[src/verilog/lmx_consts.vh]
`ifndef LMX_CONSTS_VH
`define LMX_CONSTS_VH

// Operation classes produced by the decoder
`define LMX_OP_NONE         4'h0
`define LMX_OP_ACC_IMM      4'h1
`define LMX_OP_ACC_IND      4'h2
`define LMX_OP_ACC_DIR      4'h3
`define LMX_OP_ACC_REG      4'h4
`define LMX_OP_REG_IMM      4'h5
`define LMX_OP_PAIR_IMM     4'h6
`define LMX_OP_DIR_ST       4'h7
`define LMX_OP_REG_ST       4'h8
`define LMX_OP_WIDE_IND_RD  4'h9
`define LMX_OP_WIDE_DIR_RD  4'ha
`define LMX_OP_WIDE_PAIR_RD 4'hb
`define LMX_OP_IND_ST       4'hc
`define LMX_OP_WIDE_DIR_ST  4'hd
`define LMX_OP_WIDE_PAIR_ST 4'he
`define LMX_OP_WIDE_IND_ST  4'hf

// Working register file indices (nibble_reg_sel codes)
`define LMX_IDX_A 3'h0
`define LMX_IDX_E 3'h1
`define LMX_IDX_L 3'h2
`define LMX_IDX_H 3'h3
`define LMX_IDX_X 3'h4
`define LMX_IDX_W 3'h5
`define LMX_IDX_Z 3'h6
`define LMX_IDX_Y 3'h7

// Immediate suppression groups
`define LMX_GRP_NONE 2'h0
`define LMX_GRP_ACC  2'h1
`define LMX_GRP_PTR  2'h2

// immediate_pair_sel codes that join a suppression group
`define LMX_PAIR_WIDE 2'h0
`define LMX_PAIR_PTR  2'h1

// indirect_pointer_sel codes
`define LMX_PTR_PP  3'h5
`define LMX_PTR_WP  3'h6
`define LMX_PTR_WLP 3'h7

// First and second opcode bytes
`define LMX_B0_ACC_IMM_HI  4'hb
`define LMX_B0_PAIR_IMM_HI 5'h10
`define LMX_B0_ACC_IND_HI  5'h11
`define LMX_B0_ACC_DIR     8'h8c
`define LMX_B0_DIR_ST      8'h89
`define LMX_B0_IND_ST      8'hc4
`define LMX_B0_WIDE_DIR_RD 8'hce
`define LMX_B0_WIDE_DIR_ST 8'hcd
`define LMX_B0_PREFIX_ACC  8'hdd
`define LMX_B0_REG_IMM     8'hd9
`define LMX_B0_PREFIX_WIDE 8'hdc
`define LMX_B1_WIDE_IND_RD 8'h08
`define LMX_B1_WIDE_IND_ST 8'h00
`define LMX_B1_PAIR_MOV_HI 4'hf

// Cycle counts
`define LMX_CYC_SHORT 1
`define LMX_CYC_LONG  2

`endif

[src/verilog/lmx_decoder.v]
`timescale 1ns/1ps
`default_nettype none
`include "lmx_consts.vh"

module lmx_decoder (
    input  wire [7:0] i_byte0,
    input  wire [7:0] i_byte1,
    output reg  [3:0] o_op,
    output reg  [2:0] o_sel,
    output reg  [1:0] o_group,
    output wire       o_long
);

    // Classify by first byte, then by second byte where it is a prefix
    always @* begin
        o_op    = `LMX_OP_NONE;
        o_sel   = 3'h0;
        o_group = `LMX_GRP_NONE;
        if (i_byte0[7:4] == `LMX_B0_ACC_IMM_HI) begin
            o_op    = `LMX_OP_ACC_IMM;
            o_group = `LMX_GRP_ACC;
        end else if (i_byte0[7:3] == `LMX_B0_PAIR_IMM_HI && i_byte0[0]) begin
            o_op  = `LMX_OP_PAIR_IMM;
            o_sel = {1'b0, i_byte0[2:1]};
            // Work and third pair loads never join a group
            if (i_byte0[2:1] == `LMX_PAIR_WIDE)
                o_group = `LMX_GRP_ACC;
            else if (i_byte0[2:1] == `LMX_PAIR_PTR)
                o_group = `LMX_GRP_PTR;
        end else if (i_byte0[7:3] == `LMX_B0_ACC_IND_HI && i_byte0[2] &&
                     (i_byte0[1] | i_byte0[0])) begin
            o_op  = `LMX_OP_ACC_IND;
            o_sel = i_byte0[2:0];
        end else begin
            case (i_byte0)
                `LMX_B0_ACC_DIR:     o_op = `LMX_OP_ACC_DIR;
                `LMX_B0_DIR_ST:      o_op = `LMX_OP_DIR_ST;
                `LMX_B0_IND_ST:      o_op = `LMX_OP_IND_ST;
                `LMX_B0_WIDE_DIR_RD: o_op = `LMX_OP_WIDE_DIR_RD;
                `LMX_B0_WIDE_DIR_ST: o_op = `LMX_OP_WIDE_DIR_ST;
                `LMX_B0_PREFIX_ACC: begin
                    if (i_byte1[7:4] == 4'h0 && i_byte1[2:0] != 3'h0) begin
                        o_op  = i_byte1[3] ? `LMX_OP_ACC_REG : `LMX_OP_REG_ST;
                        o_sel = i_byte1[2:0];
                    end
                end
                `LMX_B0_REG_IMM: begin
                    if (i_byte1[3] && i_byte1[2:0] != 3'h0) begin
                        o_op  = `LMX_OP_REG_IMM;
                        o_sel = i_byte1[2:0];
                    end
                end
                `LMX_B0_PREFIX_WIDE: begin
                    if (i_byte1 == `LMX_B1_WIDE_IND_RD) begin
                        o_op = `LMX_OP_WIDE_IND_RD;
                    end else if (i_byte1 == `LMX_B1_WIDE_IND_ST) begin
                        o_op = `LMX_OP_WIDE_IND_ST;
                    end else if (i_byte1[7:4] == `LMX_B1_PAIR_MOV_HI &&
                                 !i_byte1[0] && i_byte1[2:1] != 2'h0) begin
                        o_op  = i_byte1[3] ? `LMX_OP_WIDE_PAIR_RD
                                           : `LMX_OP_WIDE_PAIR_ST;
                        o_sel = {1'b0, i_byte1[2:1]};
                    end
                end
                default: o_op = `LMX_OP_NONE;
            endcase
        end
    end

    // One-byte forms finish in one cycle, the rest in two
    assign o_long = !(o_op == `LMX_OP_ACC_IMM || o_op == `LMX_OP_ACC_IND ||
                      o_op == `LMX_OP_IND_ST  || o_op == `LMX_OP_NONE);

endmodule // lmx_decoder

`default_nettype wire

[src/verilog/lmx_redund.v]
`timescale 1ns/1ps
`default_nettype none
`include "lmx_consts.vh"

module lmx_redund (
    input  wire       i_ref_clk,
    input  wire       i_sys_rst,
    input  wire       i_done,
    input  wire [1:0] i_group,
    input  wire       i_flush,
    output wire       o_suppress
);

    reg [1:0] last_grp_reg;

    // Same group as the instruction just before it means no-op
    assign o_suppress = (i_group != `LMX_GRP_NONE) &&
                        (i_group == last_grp_reg);

    // Suppressed ones also refresh history, so a whole run stays dead
    always @(posedge i_ref_clk) begin
        if (i_sys_rst)
            last_grp_reg <= `LMX_GRP_NONE;
        else if (i_done)
            last_grp_reg <= i_group;
        else if (i_flush)
            last_grp_reg <= `LMX_GRP_NONE;
    end

endmodule // lmx_redund

`default_nettype wire

[src/verilog/lmx_load_exec.v]
// What this block does
// - Back-to-back immediate loads of one group: only the first executes.
// - Groups: accumulator and wide immediates; pointer pair immediate.
// - Indirect load reads nibble at pointer, work or work-low pair.
// - Register-to-accumulator copies one of seven working registers.
// - Register immediate writes instruction nibble into chosen register.
// - Pair immediate writes second byte into the chosen pair.
// - Direct load copies memory nibble at direct address to accumulator.
// - Direct store writes accumulator to the direct address.
// - Accumulator-to-register copies accumulator to chosen register.
// - Indirect store writes accumulator at pointer pair address.
// - Indirect wide load: pointer to accumulator, next to extension.
// - Indirect wide load forces address bit zero low, pointer kept.
// - Indirect wide store: accumulator, then extension, even address.
// - Direct wide load from even-forced direct address and next.
// - Direct wide store to even-forced direct address and next.
// - Pair-to-wide copies high to extension, low to accumulator.
// - Wide-to-pair copies extension to high, accumulator to low.
// - Sources stay unchanged; only the destination is written.
// - One-byte forms take one cycle, two-byte forms take two.
`timescale 1ns/1ps
`default_nettype none
`include "lmx_consts.vh"

module lmx_load_exec #(
    parameter DATA_W = 4,
    parameter ADDR_W = 8
) (
    input  wire              i_ref_clk,
    input  wire              i_sys_rst,
    input  wire              i_instr_valid,
    input  wire [7:0]        i_byte0,
    input  wire [7:0]        i_byte1,
    input  wire              i_foreign_instr,
    input  wire [DATA_W-1:0] i_mem_rdata,
    output wire              o_instr_done,
    output wire              o_suppressed,
    output wire              o_not_load,
    output reg               o_mem_rd,
    output reg               o_mem_wr,
    output reg  [ADDR_W-1:0] o_mem_addr,
    output reg  [DATA_W-1:0] o_mem_wdata,
    output wire [DATA_W-1:0] o_acc,
    output wire [DATA_W-1:0] o_ext,
    output wire [7:0]        o_pointer_pair,
    output wire [7:0]        o_work_pair,
    output wire [7:0]        o_third_pair
);

    localparam NUM_REGS = 8;

    // Step within a two-cycle form
    reg        step_reg;
    reg        step_next;

    // Decoder results
    wire [3:0] dec_op;
    wire [2:0] dec_sel;
    wire [1:0] dec_group;
    wire       dec_long;
    wire       suppress;
    wire       last_step;
    wire       exec_en;

    // Flattened working register file, A at index zero
    wire [DATA_W*NUM_REGS-1:0] file_flat;

    // Two write ports, enough for any pair move in one cycle
    reg              wr0_en;
    reg  [2:0]       wr0_idx;
    reg [DATA_W-1:0] wr0_dat;
    reg              wr1_en;
    reg  [2:0]       wr1_idx;
    reg [DATA_W-1:0] wr1_dat;

    // Handy operand views
    wire [DATA_W-1:0] acc_val;
    wire [DATA_W-1:0] ext_val;
    wire [ADDR_W-1:0] pp_addr;
    wire [ADDR_W-1:0] ptr_addr;
    wire [ADDR_W-1:0] even_ind;
    wire [ADDR_W-1:0] even_dir;

    // Read one nibble out of the flattened file
    function [DATA_W-1:0] nib_of;
        input [DATA_W*NUM_REGS-1:0] f;
        input [2:0]                 idx;
        begin
            nib_of = f[idx*DATA_W +: DATA_W];
        end
    endfunction

    // High register of a movable or immediate pair
    function [2:0] pair_hi;
        input [1:0] sel;
        begin
            case (sel)
                2'h0:    pair_hi = `LMX_IDX_E;
                2'h1:    pair_hi = `LMX_IDX_H;
                2'h2:    pair_hi = `LMX_IDX_W;
                default: pair_hi = `LMX_IDX_Y;
            endcase
        end
    endfunction

    // Low register of a movable or immediate pair
    function [2:0] pair_lo;
        input [1:0] sel;
        begin
            case (sel)
                2'h0:    pair_lo = `LMX_IDX_A;
                2'h1:    pair_lo = `LMX_IDX_L;
                2'h2:    pair_lo = `LMX_IDX_X;
                default: pair_lo = `LMX_IDX_Z;
            endcase
        end
    endfunction

    lmx_decoder u_decoder (
        .i_byte0 (i_byte0),
        .i_byte1 (i_byte1),
        .o_op    (dec_op),
        .o_sel   (dec_sel),
        .o_group (dec_group),
        .o_long  (dec_long)
    );

    lmx_redund u_redund (
        .i_ref_clk  (i_ref_clk),
        .i_sys_rst  (i_sys_rst),
        .i_done     (o_instr_done),
        .i_group    (dec_group),
        .i_flush    (i_foreign_instr),
        .o_suppress (suppress)
    );

    // Instruction finishes on its last step
    assign last_step    = dec_long ? step_reg : 1'b1;
    assign o_instr_done = i_instr_valid && last_step;
    assign o_suppressed = o_instr_done && suppress;
    assign o_not_load   = o_instr_done && (dec_op == `LMX_OP_NONE);

    // Suppressed forms still burn their cycles but touch nothing
    assign exec_en = i_instr_valid && !suppress &&
                     (dec_op != `LMX_OP_NONE);

    // Step counter; a dropped valid resets it so a new fetch starts clean
    always @* begin
        step_next = 1'b0;
        if (i_instr_valid && dec_long && !step_reg)
            step_next = 1'b1;
    end

    always @(posedge i_ref_clk) begin
        if (i_sys_rst)
            step_reg <= 1'b0;
        else
            step_reg <= step_next;
    end

    // Register cells; port 1 wins when both ports hit one cell
    genvar gi;
    generate
        for (gi = 0; gi < NUM_REGS; gi = gi + 1) begin : g_cell
            reg [DATA_W-1:0] cell_reg;
            always @(posedge i_ref_clk) begin
                if (i_sys_rst)
                    cell_reg <= {DATA_W{1'b0}};
                else if (wr1_en && wr1_idx == gi)
                    cell_reg <= wr1_dat;
                else if (wr0_en && wr0_idx == gi)
                    cell_reg <= wr0_dat;
            end
            assign file_flat[gi*DATA_W +: DATA_W] = cell_reg;
        end
    endgenerate

    assign acc_val = nib_of(file_flat, `LMX_IDX_A);
    assign ext_val = nib_of(file_flat, `LMX_IDX_E);
    assign pp_addr = {nib_of(file_flat, `LMX_IDX_H),
                      nib_of(file_flat, `LMX_IDX_L)};

    // Pointer for the indirect accumulator load
    assign ptr_addr =
        (dec_sel == `LMX_PTR_WP) ? {nib_of(file_flat, `LMX_IDX_W),
                                    nib_of(file_flat, `LMX_IDX_X)} :
        (dec_sel == `LMX_PTR_WLP) ? {nib_of(file_flat, `LMX_IDX_W),
                                     nib_of(file_flat, `LMX_IDX_L)} :
        pp_addr;

    // Wide access: bit zero taken from the step, never from the pointer
    // Pointer cells are not written, so an odd value survives
    assign even_ind = {pp_addr[ADDR_W-1:1], step_reg};
    assign even_dir = {i_byte1[ADDR_W-1:1], step_reg};

    // Execution: memory strobes and register writes for this step
    always @* begin
        wr0_en      = 1'b0;
        wr0_idx     = `LMX_IDX_A;
        wr0_dat     = {DATA_W{1'b0}};
        wr1_en      = 1'b0;
        wr1_idx     = `LMX_IDX_A;
        wr1_dat     = {DATA_W{1'b0}};
        o_mem_rd    = 1'b0;
        o_mem_wr    = 1'b0;
        o_mem_addr  = {ADDR_W{1'b0}};
        o_mem_wdata = {DATA_W{1'b0}};
        // Suppressed or refused forms never get here
        if (exec_en) begin
            case (dec_op)
                // One-byte forms: whole job in one cycle
                `LMX_OP_ACC_IMM: begin
                    wr0_en  = 1'b1;
                    wr0_dat = i_byte0[3:0];
                end

                // Memory answers at once, so no second step
                `LMX_OP_ACC_IND: begin
                    o_mem_rd   = 1'b1;
                    o_mem_addr = ptr_addr;
                    wr0_en     = 1'b1;
                    wr0_dat    = i_mem_rdata;
                end

                // Two-byte forms with one action: step 0 only
                `LMX_OP_ACC_DIR: begin
                    o_mem_rd   = !step_reg;
                    o_mem_addr = i_byte1;
                    wr0_en     = !step_reg;
                    wr0_dat    = i_mem_rdata;
                end

                `LMX_OP_ACC_REG: begin
                    wr0_en  = !step_reg;
                    wr0_dat = nib_of(file_flat, dec_sel);
                end

                `LMX_OP_REG_IMM: begin
                    wr0_en  = !step_reg;
                    wr0_idx = dec_sel;
                    wr0_dat = i_byte1[7:4];
                end

                // Both halves of a pair land at one edge
                `LMX_OP_PAIR_IMM: begin
                    wr0_en  = !step_reg;
                    wr0_idx = pair_hi(dec_sel[1:0]);
                    wr0_dat = i_byte1[7:4];
                    wr1_en  = !step_reg;
                    wr1_idx = pair_lo(dec_sel[1:0]);
                    wr1_dat = i_byte1[3:0];
                end

                // Odd direct address is used as given
                `LMX_OP_DIR_ST: begin
                    o_mem_wr    = !step_reg;
                    o_mem_addr  = i_byte1;
                    o_mem_wdata = acc_val;
                end

                `LMX_OP_REG_ST: begin
                    wr0_en  = !step_reg;
                    wr0_idx = dec_sel;
                    wr0_dat = acc_val;
                end

                `LMX_OP_IND_ST: begin
                    o_mem_wr    = 1'b1;
                    o_mem_addr  = pp_addr;
                    o_mem_wdata = acc_val;
                end

                // Wide memory forms: A in step 0, E in step 1
                `LMX_OP_WIDE_IND_RD: begin
                    o_mem_rd   = 1'b1;
                    o_mem_addr = even_ind;
                    wr0_en     = 1'b1;
                    wr0_idx    = step_reg ? `LMX_IDX_E : `LMX_IDX_A;
                    wr0_dat    = i_mem_rdata;
                end

                `LMX_OP_WIDE_DIR_RD: begin
                    o_mem_rd   = 1'b1;
                    o_mem_addr = even_dir;
                    wr0_en     = 1'b1;
                    wr0_idx    = step_reg ? `LMX_IDX_E : `LMX_IDX_A;
                    wr0_dat    = i_mem_rdata;
                end

                `LMX_OP_WIDE_IND_ST: begin
                    o_mem_wr    = 1'b1;
                    o_mem_addr  = even_ind;
                    o_mem_wdata = step_reg ? ext_val : acc_val;
                end

                `LMX_OP_WIDE_DIR_ST: begin
                    o_mem_wr    = 1'b1;
                    o_mem_addr  = even_dir;
                    o_mem_wdata = step_reg ? ext_val : acc_val;
                end

                // Pair moves use both write ports in step 0
                `LMX_OP_WIDE_PAIR_RD: begin
                    wr0_en  = !step_reg;
                    wr0_idx = `LMX_IDX_E;
                    wr0_dat = nib_of(file_flat, pair_hi(dec_sel[1:0]));
                    wr1_en  = !step_reg;
                    wr1_idx = `LMX_IDX_A;
                    wr1_dat = nib_of(file_flat,
                                     pair_lo(dec_sel[1:0]));
                end

                `LMX_OP_WIDE_PAIR_ST: begin
                    wr0_en  = !step_reg;
                    wr0_idx = pair_hi(dec_sel[1:0]);
                    wr0_dat = ext_val;
                    wr1_en  = !step_reg;
                    wr1_idx = pair_lo(dec_sel[1:0]);
                    wr1_dat = acc_val;
                end

                // Unknown codes leave everything untouched
                default: begin
                    wr0_en = 1'b0;
                end
            endcase
        end
    end

    // Register views straight from the cells
    // Pair views are {high, low}
    assign o_acc          = acc_val;
    assign o_ext          = ext_val;
    assign o_pointer_pair = pp_addr;
    assign o_work_pair    = {nib_of(file_flat, `LMX_IDX_W),
                             nib_of(file_flat, `LMX_IDX_X)};
    assign o_third_pair   = {nib_of(file_flat, `LMX_IDX_Y),
                             nib_of(file_flat, `LMX_IDX_Z)};

endmodule // lmx_load_exec

`default_nettype wire

[config.mk]
export PLATFORM = sky130hd
export DESIGN_NAME = lmx_load_exec
export DESIGN_NICKNAME = d
export VERILOG_FILES = /design/src/verilog/lmx_decoder.v /design/src/verilog/lmx_redund.v /design/src/verilog/lmx_load_exec.v
export VERILOG_INCLUDE_DIRS = /design/src /design/src/verilog
export SDC_FILE = /design/constraint.sdc
export NUM_CORES = 1
export LEC_CHECK = 0
export BUFFER_PORTS_ARGS = -buffer_cell sky130_fd_sc_hd__buf_4
export CORE_UTILIZATION = 56
export CTS_BUF_LIST = sky130_fd_sc_hd__clkbuf_8
export DETAILED_ROUTE_END_ITERATION = 6
export PLACE_DENSITY = 0.91
export SYNTH_ARGS = -nofsm -noshare
export SYNTH_HDL_FRONTEND = slang
export SYNTH_SLANG_ARGS = --single-unit
[constraint.sdc]
create_clock -name i_ref_clk -period 8.48 [get_ports i_ref_clk]
set_clock_uncertainty 0.1 [all_clocks]
set_input_delay 0.424 -clock i_ref_clk [delete_from_list [all_inputs] [get_ports i_ref_clk]]
set_output_delay 0.424 -clock i_ref_clk [all_outputs]
set_load 0.01 [all_outputs]
==> impl_metrics.csv <==
group,metric,value,unit
synthesis,yosys_warnings,0,
timing,finalSetupViolCount,0,
finish,largest_reg_flops,24,
synthesis,synth_area,3682,um2
grt,grt_pass1_wl,21.49,mm
route,wl_per_cell,22.59,um
place,port_buffers,72,
floorplanning,core_area,6350,um2
grt,grt_usage,0.3871,
clocking,cts_tree,"built",
finish,antennaDiodeCount,0,
critical_path,crit_type,"in -> out",
synthesis,postSynth.asyncResetShare,0,
power,ir_worst_vdd,107.8,uV
timing,fin_crit,4.378,ns
timing,hold_violations,0,
synthesis,netlist_instances,476,
synthesis,synth_seq_cells,35,
synthesis,avgSynthCellArea,7.736,um2
route,route.final.wire_length,13.74,mm
timing,tns,0,ns
finish,areaGrowthSynthToFinish,15.43,%
route,firstDrtPassIters,7,
synthesis,ys_seq_area_frac,0.1903,
floorplanning,die_h,83.09,um
synthesis,synth_ff_type,"dfxtp_1",
critical_path,cp.required,7.96,ns
clocking,ctsRootBufferMaster,"clkbuf_8",
timing,slew_headroom,0.2098,
synthesis,syn-num-nets,500,
finish,drive_gt1_frac,0.2599,
floorplanning,rows,29,
synthesis,synth_top_area_frac,0.1903,
finish,nets,554,
floorplanning,dieArea,6904,um2
clocking,clock_path_buffers,2,
place,hpwl,10.17,mm
clocking,clock_sinks,35,
critical_path,arrival,3.85,ns
critical_path,end_kind,"output port",
clocking,numCtsBuffers,5,
clocking,htree_levels,2,
timing,slew_viol_final,0,
grt,grt-ovfl-total,0,
synthesis,synthTopCellsByArea,"dfxtp_1 19%, a21oi_1 5.8%, nor2_1 5.5%",
route,num_vias,4543,
route,drc_errors,17,
floorplanning,die_w,83.09,um
critical_path,crit_fanout,18,
synthesis,synth_top_cell_by_area,"dfxtp_1",
route,viasPerCell,7.472,
floorplanning,ios,73,
critical_path,start_kind,"primary input",
clocking,cts_hold_repair.buffers,0,
outcome,violations,"design-rule violations",
min_path,hold_class,"in -> reg",
timing,setup_ws,4.102,ns
timing,fin_crit_sh,0.5162,
grt,grt_start_max_net_pins,30,
grt,antenna_found_initial,0,
synthesis,synth_edf_count,0,
flow_run,drv_cap,0,
timing,rsz0062_at_grt,"no",
synthesis,yosysUniqueCellTypes,91,
critical_path,reg2reg_depth,7,
clocking,cts_setup_buffers,0,
timing,tightest_slew,1.170,ns
power,powerDensity,83.33,nW/um2
outcome,status,"finished with violations",
min_path,hold_depth,3,
timing,max_freq,0.2284,GHz
grt,grt_pass1_vias,4056,
clocking,path_clk_slew,0.08,ns
power,leakagePower,1.442,nW
clocking,clock_latency,0.30,ns
floorplanning,start_util,0.5799,
clocking,cts-resized-gates,0,
place,gp_congestion,1.018,
route,detail-route-antenna-nets,0,
route,drtIter0Drc,781,
place,dp_slack,4.196,ns
[cell usage in the layout (no fill, tap or decap), types with 5 or more instances in the layout]
cell type and instances:
a21oi_1 43, o21ai_0 21, nand3_1 13, nor4_1 10
clkbuf_8 6, o221ai_1 7, a222oi_1 10, o31ai_1 5
o32ai_1 6, a31oi_1 8, o211ai_1 5, inv_1 11
nor3_1 18, nor2_1 54, o22ai_1 10, a211oi_1 14
dfxtp_1 35, buf_4 77, and2_1 5, nand2_1 38
nand2b_1 8, a22oi_1 9, or4_1 6
[where the power goes]
| part | switching [mW] | total (mW) | internal, mW | leakage (nW) |
|---|---|---|---|---|
| registers | 0.000484 | 0.165 | 0.164 | 0.282 |
| logic | 0.0354 | 0.0559 | 0.0205 | 1.11 |
| clock network | 0.0672 | 0.133 | 0.0663 | 0.0474 |
| total | 0.103 | 0.354 | 0.251 | 1.44 |
[worst max-delay path: stages]
cell,delay [ns]
buf_4,0.14
or4b_1,0.67
nor2_1,0.48
o41a_1,0.74
nand2_1,0.50
mux2_2,0.40
a222oi_1,0.22
nor2_1,0.09
buf_4,0.18
[Yosys cell counts (4+ instances only)]
| library cell | instances |
|---|---|
| or3_1 | 4 |
| nor4_1 | 10 |
| o32ai_1 | 6 |
| nand2_1 | 38 |
| nand2b_1 | 8 |
| a211oi_1 | 14 |
| a222oi_1 | 10 |
| o221ai_1 | 7 |
| nor3_2 | 4 |
| clkbuf_1 | 9 |
| o22ai_1 | 10 |
| and2_1 | 5 |
| o21ai_0 | 21 |
| buf_6 | 5 |
| a31oi_1 | 8 |
| nand3_1 | 13 |
| a21oi_1 | 43 |
| inv_1 | 11 |
| or4_1 | 6 |
| mux2_2 | 4 |
| a22oi_1 | 9 |
| dfxtp_1 | 35 |
| buf_2 | 8 |
| nor3_1 | 18 |
| o31ai_1 | 5 |
| nor2_1 | 54 |
| o211ai_1 | 5 |
| mux4_2 | 4 |
| a211o_1 | 4 |
[final timing paths]
check	slack, ns	to	startpoint
worst min-delay path	0.30	u_redund.last_grp_reg[0]	i_foreign_instr
worst max register to register	5.82	g_cell[6].cell_reg[3]	u_redund.last_grp_reg[0]
worst max-delay path	4.10	o_mem_addr[3]	i_byte0[4]
worst min register to register	0.41	u_redund.last_grp_reg[0]	u_redund.last_grp_reg[0]
[kinds of logic (layout without fill, tap and decap cells)]
| family | count (synthesis) | after routing | share of synthesized area |
|---|---|---|---|
| buffers and inverters | 42 | 97 | 0.06999 |
| and+or+nand+nor | 201 | 201 | 0.3123 |
| xor gates and xnor gates | 2 | 2 | 0.004758 |
| AOI/OAI and AO/OA | 186 | 186 | 0.3806 |
| muxes | 10 | 10 | 0.04213 |
| DFF | 35 | 35 | 0.1903 |
[routing by layer]
layer | vias to the layer above | routed length [um] | track usage
li1 | 2001 | - | -
met1 | 2063 | 5324 | 0.5378
met2 | 410 | 5874 | 0.5946
met3 | 69 | 1882 | 0.05467
met4 | 0 | 653 | 0.1708
met5 | - | 0 | 0
[layout make-up]
type	count	area [um2]
clock buffer	6	82.58
timing repair buffer	77	578.1
inverter	12	45.04
clock inverter	2	16.27
fill	567	2100
multi-input combinational	399	2731
tap	77	96.34
sequential	35	700.7
[through the flow]
stage | cells | total power [mW] | cell area, um2 | hold slack, ns | util
finish | 608 | 0.3542 | 4250 | 0.3042 | 0.6694
global placement | 600 | 0.2215 | 4151 | 0.3831 | 0.6538
detailed placement | 600 | 0.2226 | 4151 | 0.3988 | 0.6538
CTS | 608 | 0.3538 | 4250 | 0.3084 | 0.6694
global route | 608 | 0.3669 | 4250 | 0.3117 | 0.6694
floorplan | 476 | 0.2033 | 3682 | 0.3668 | -
Power figures use the tool's default switching activity.
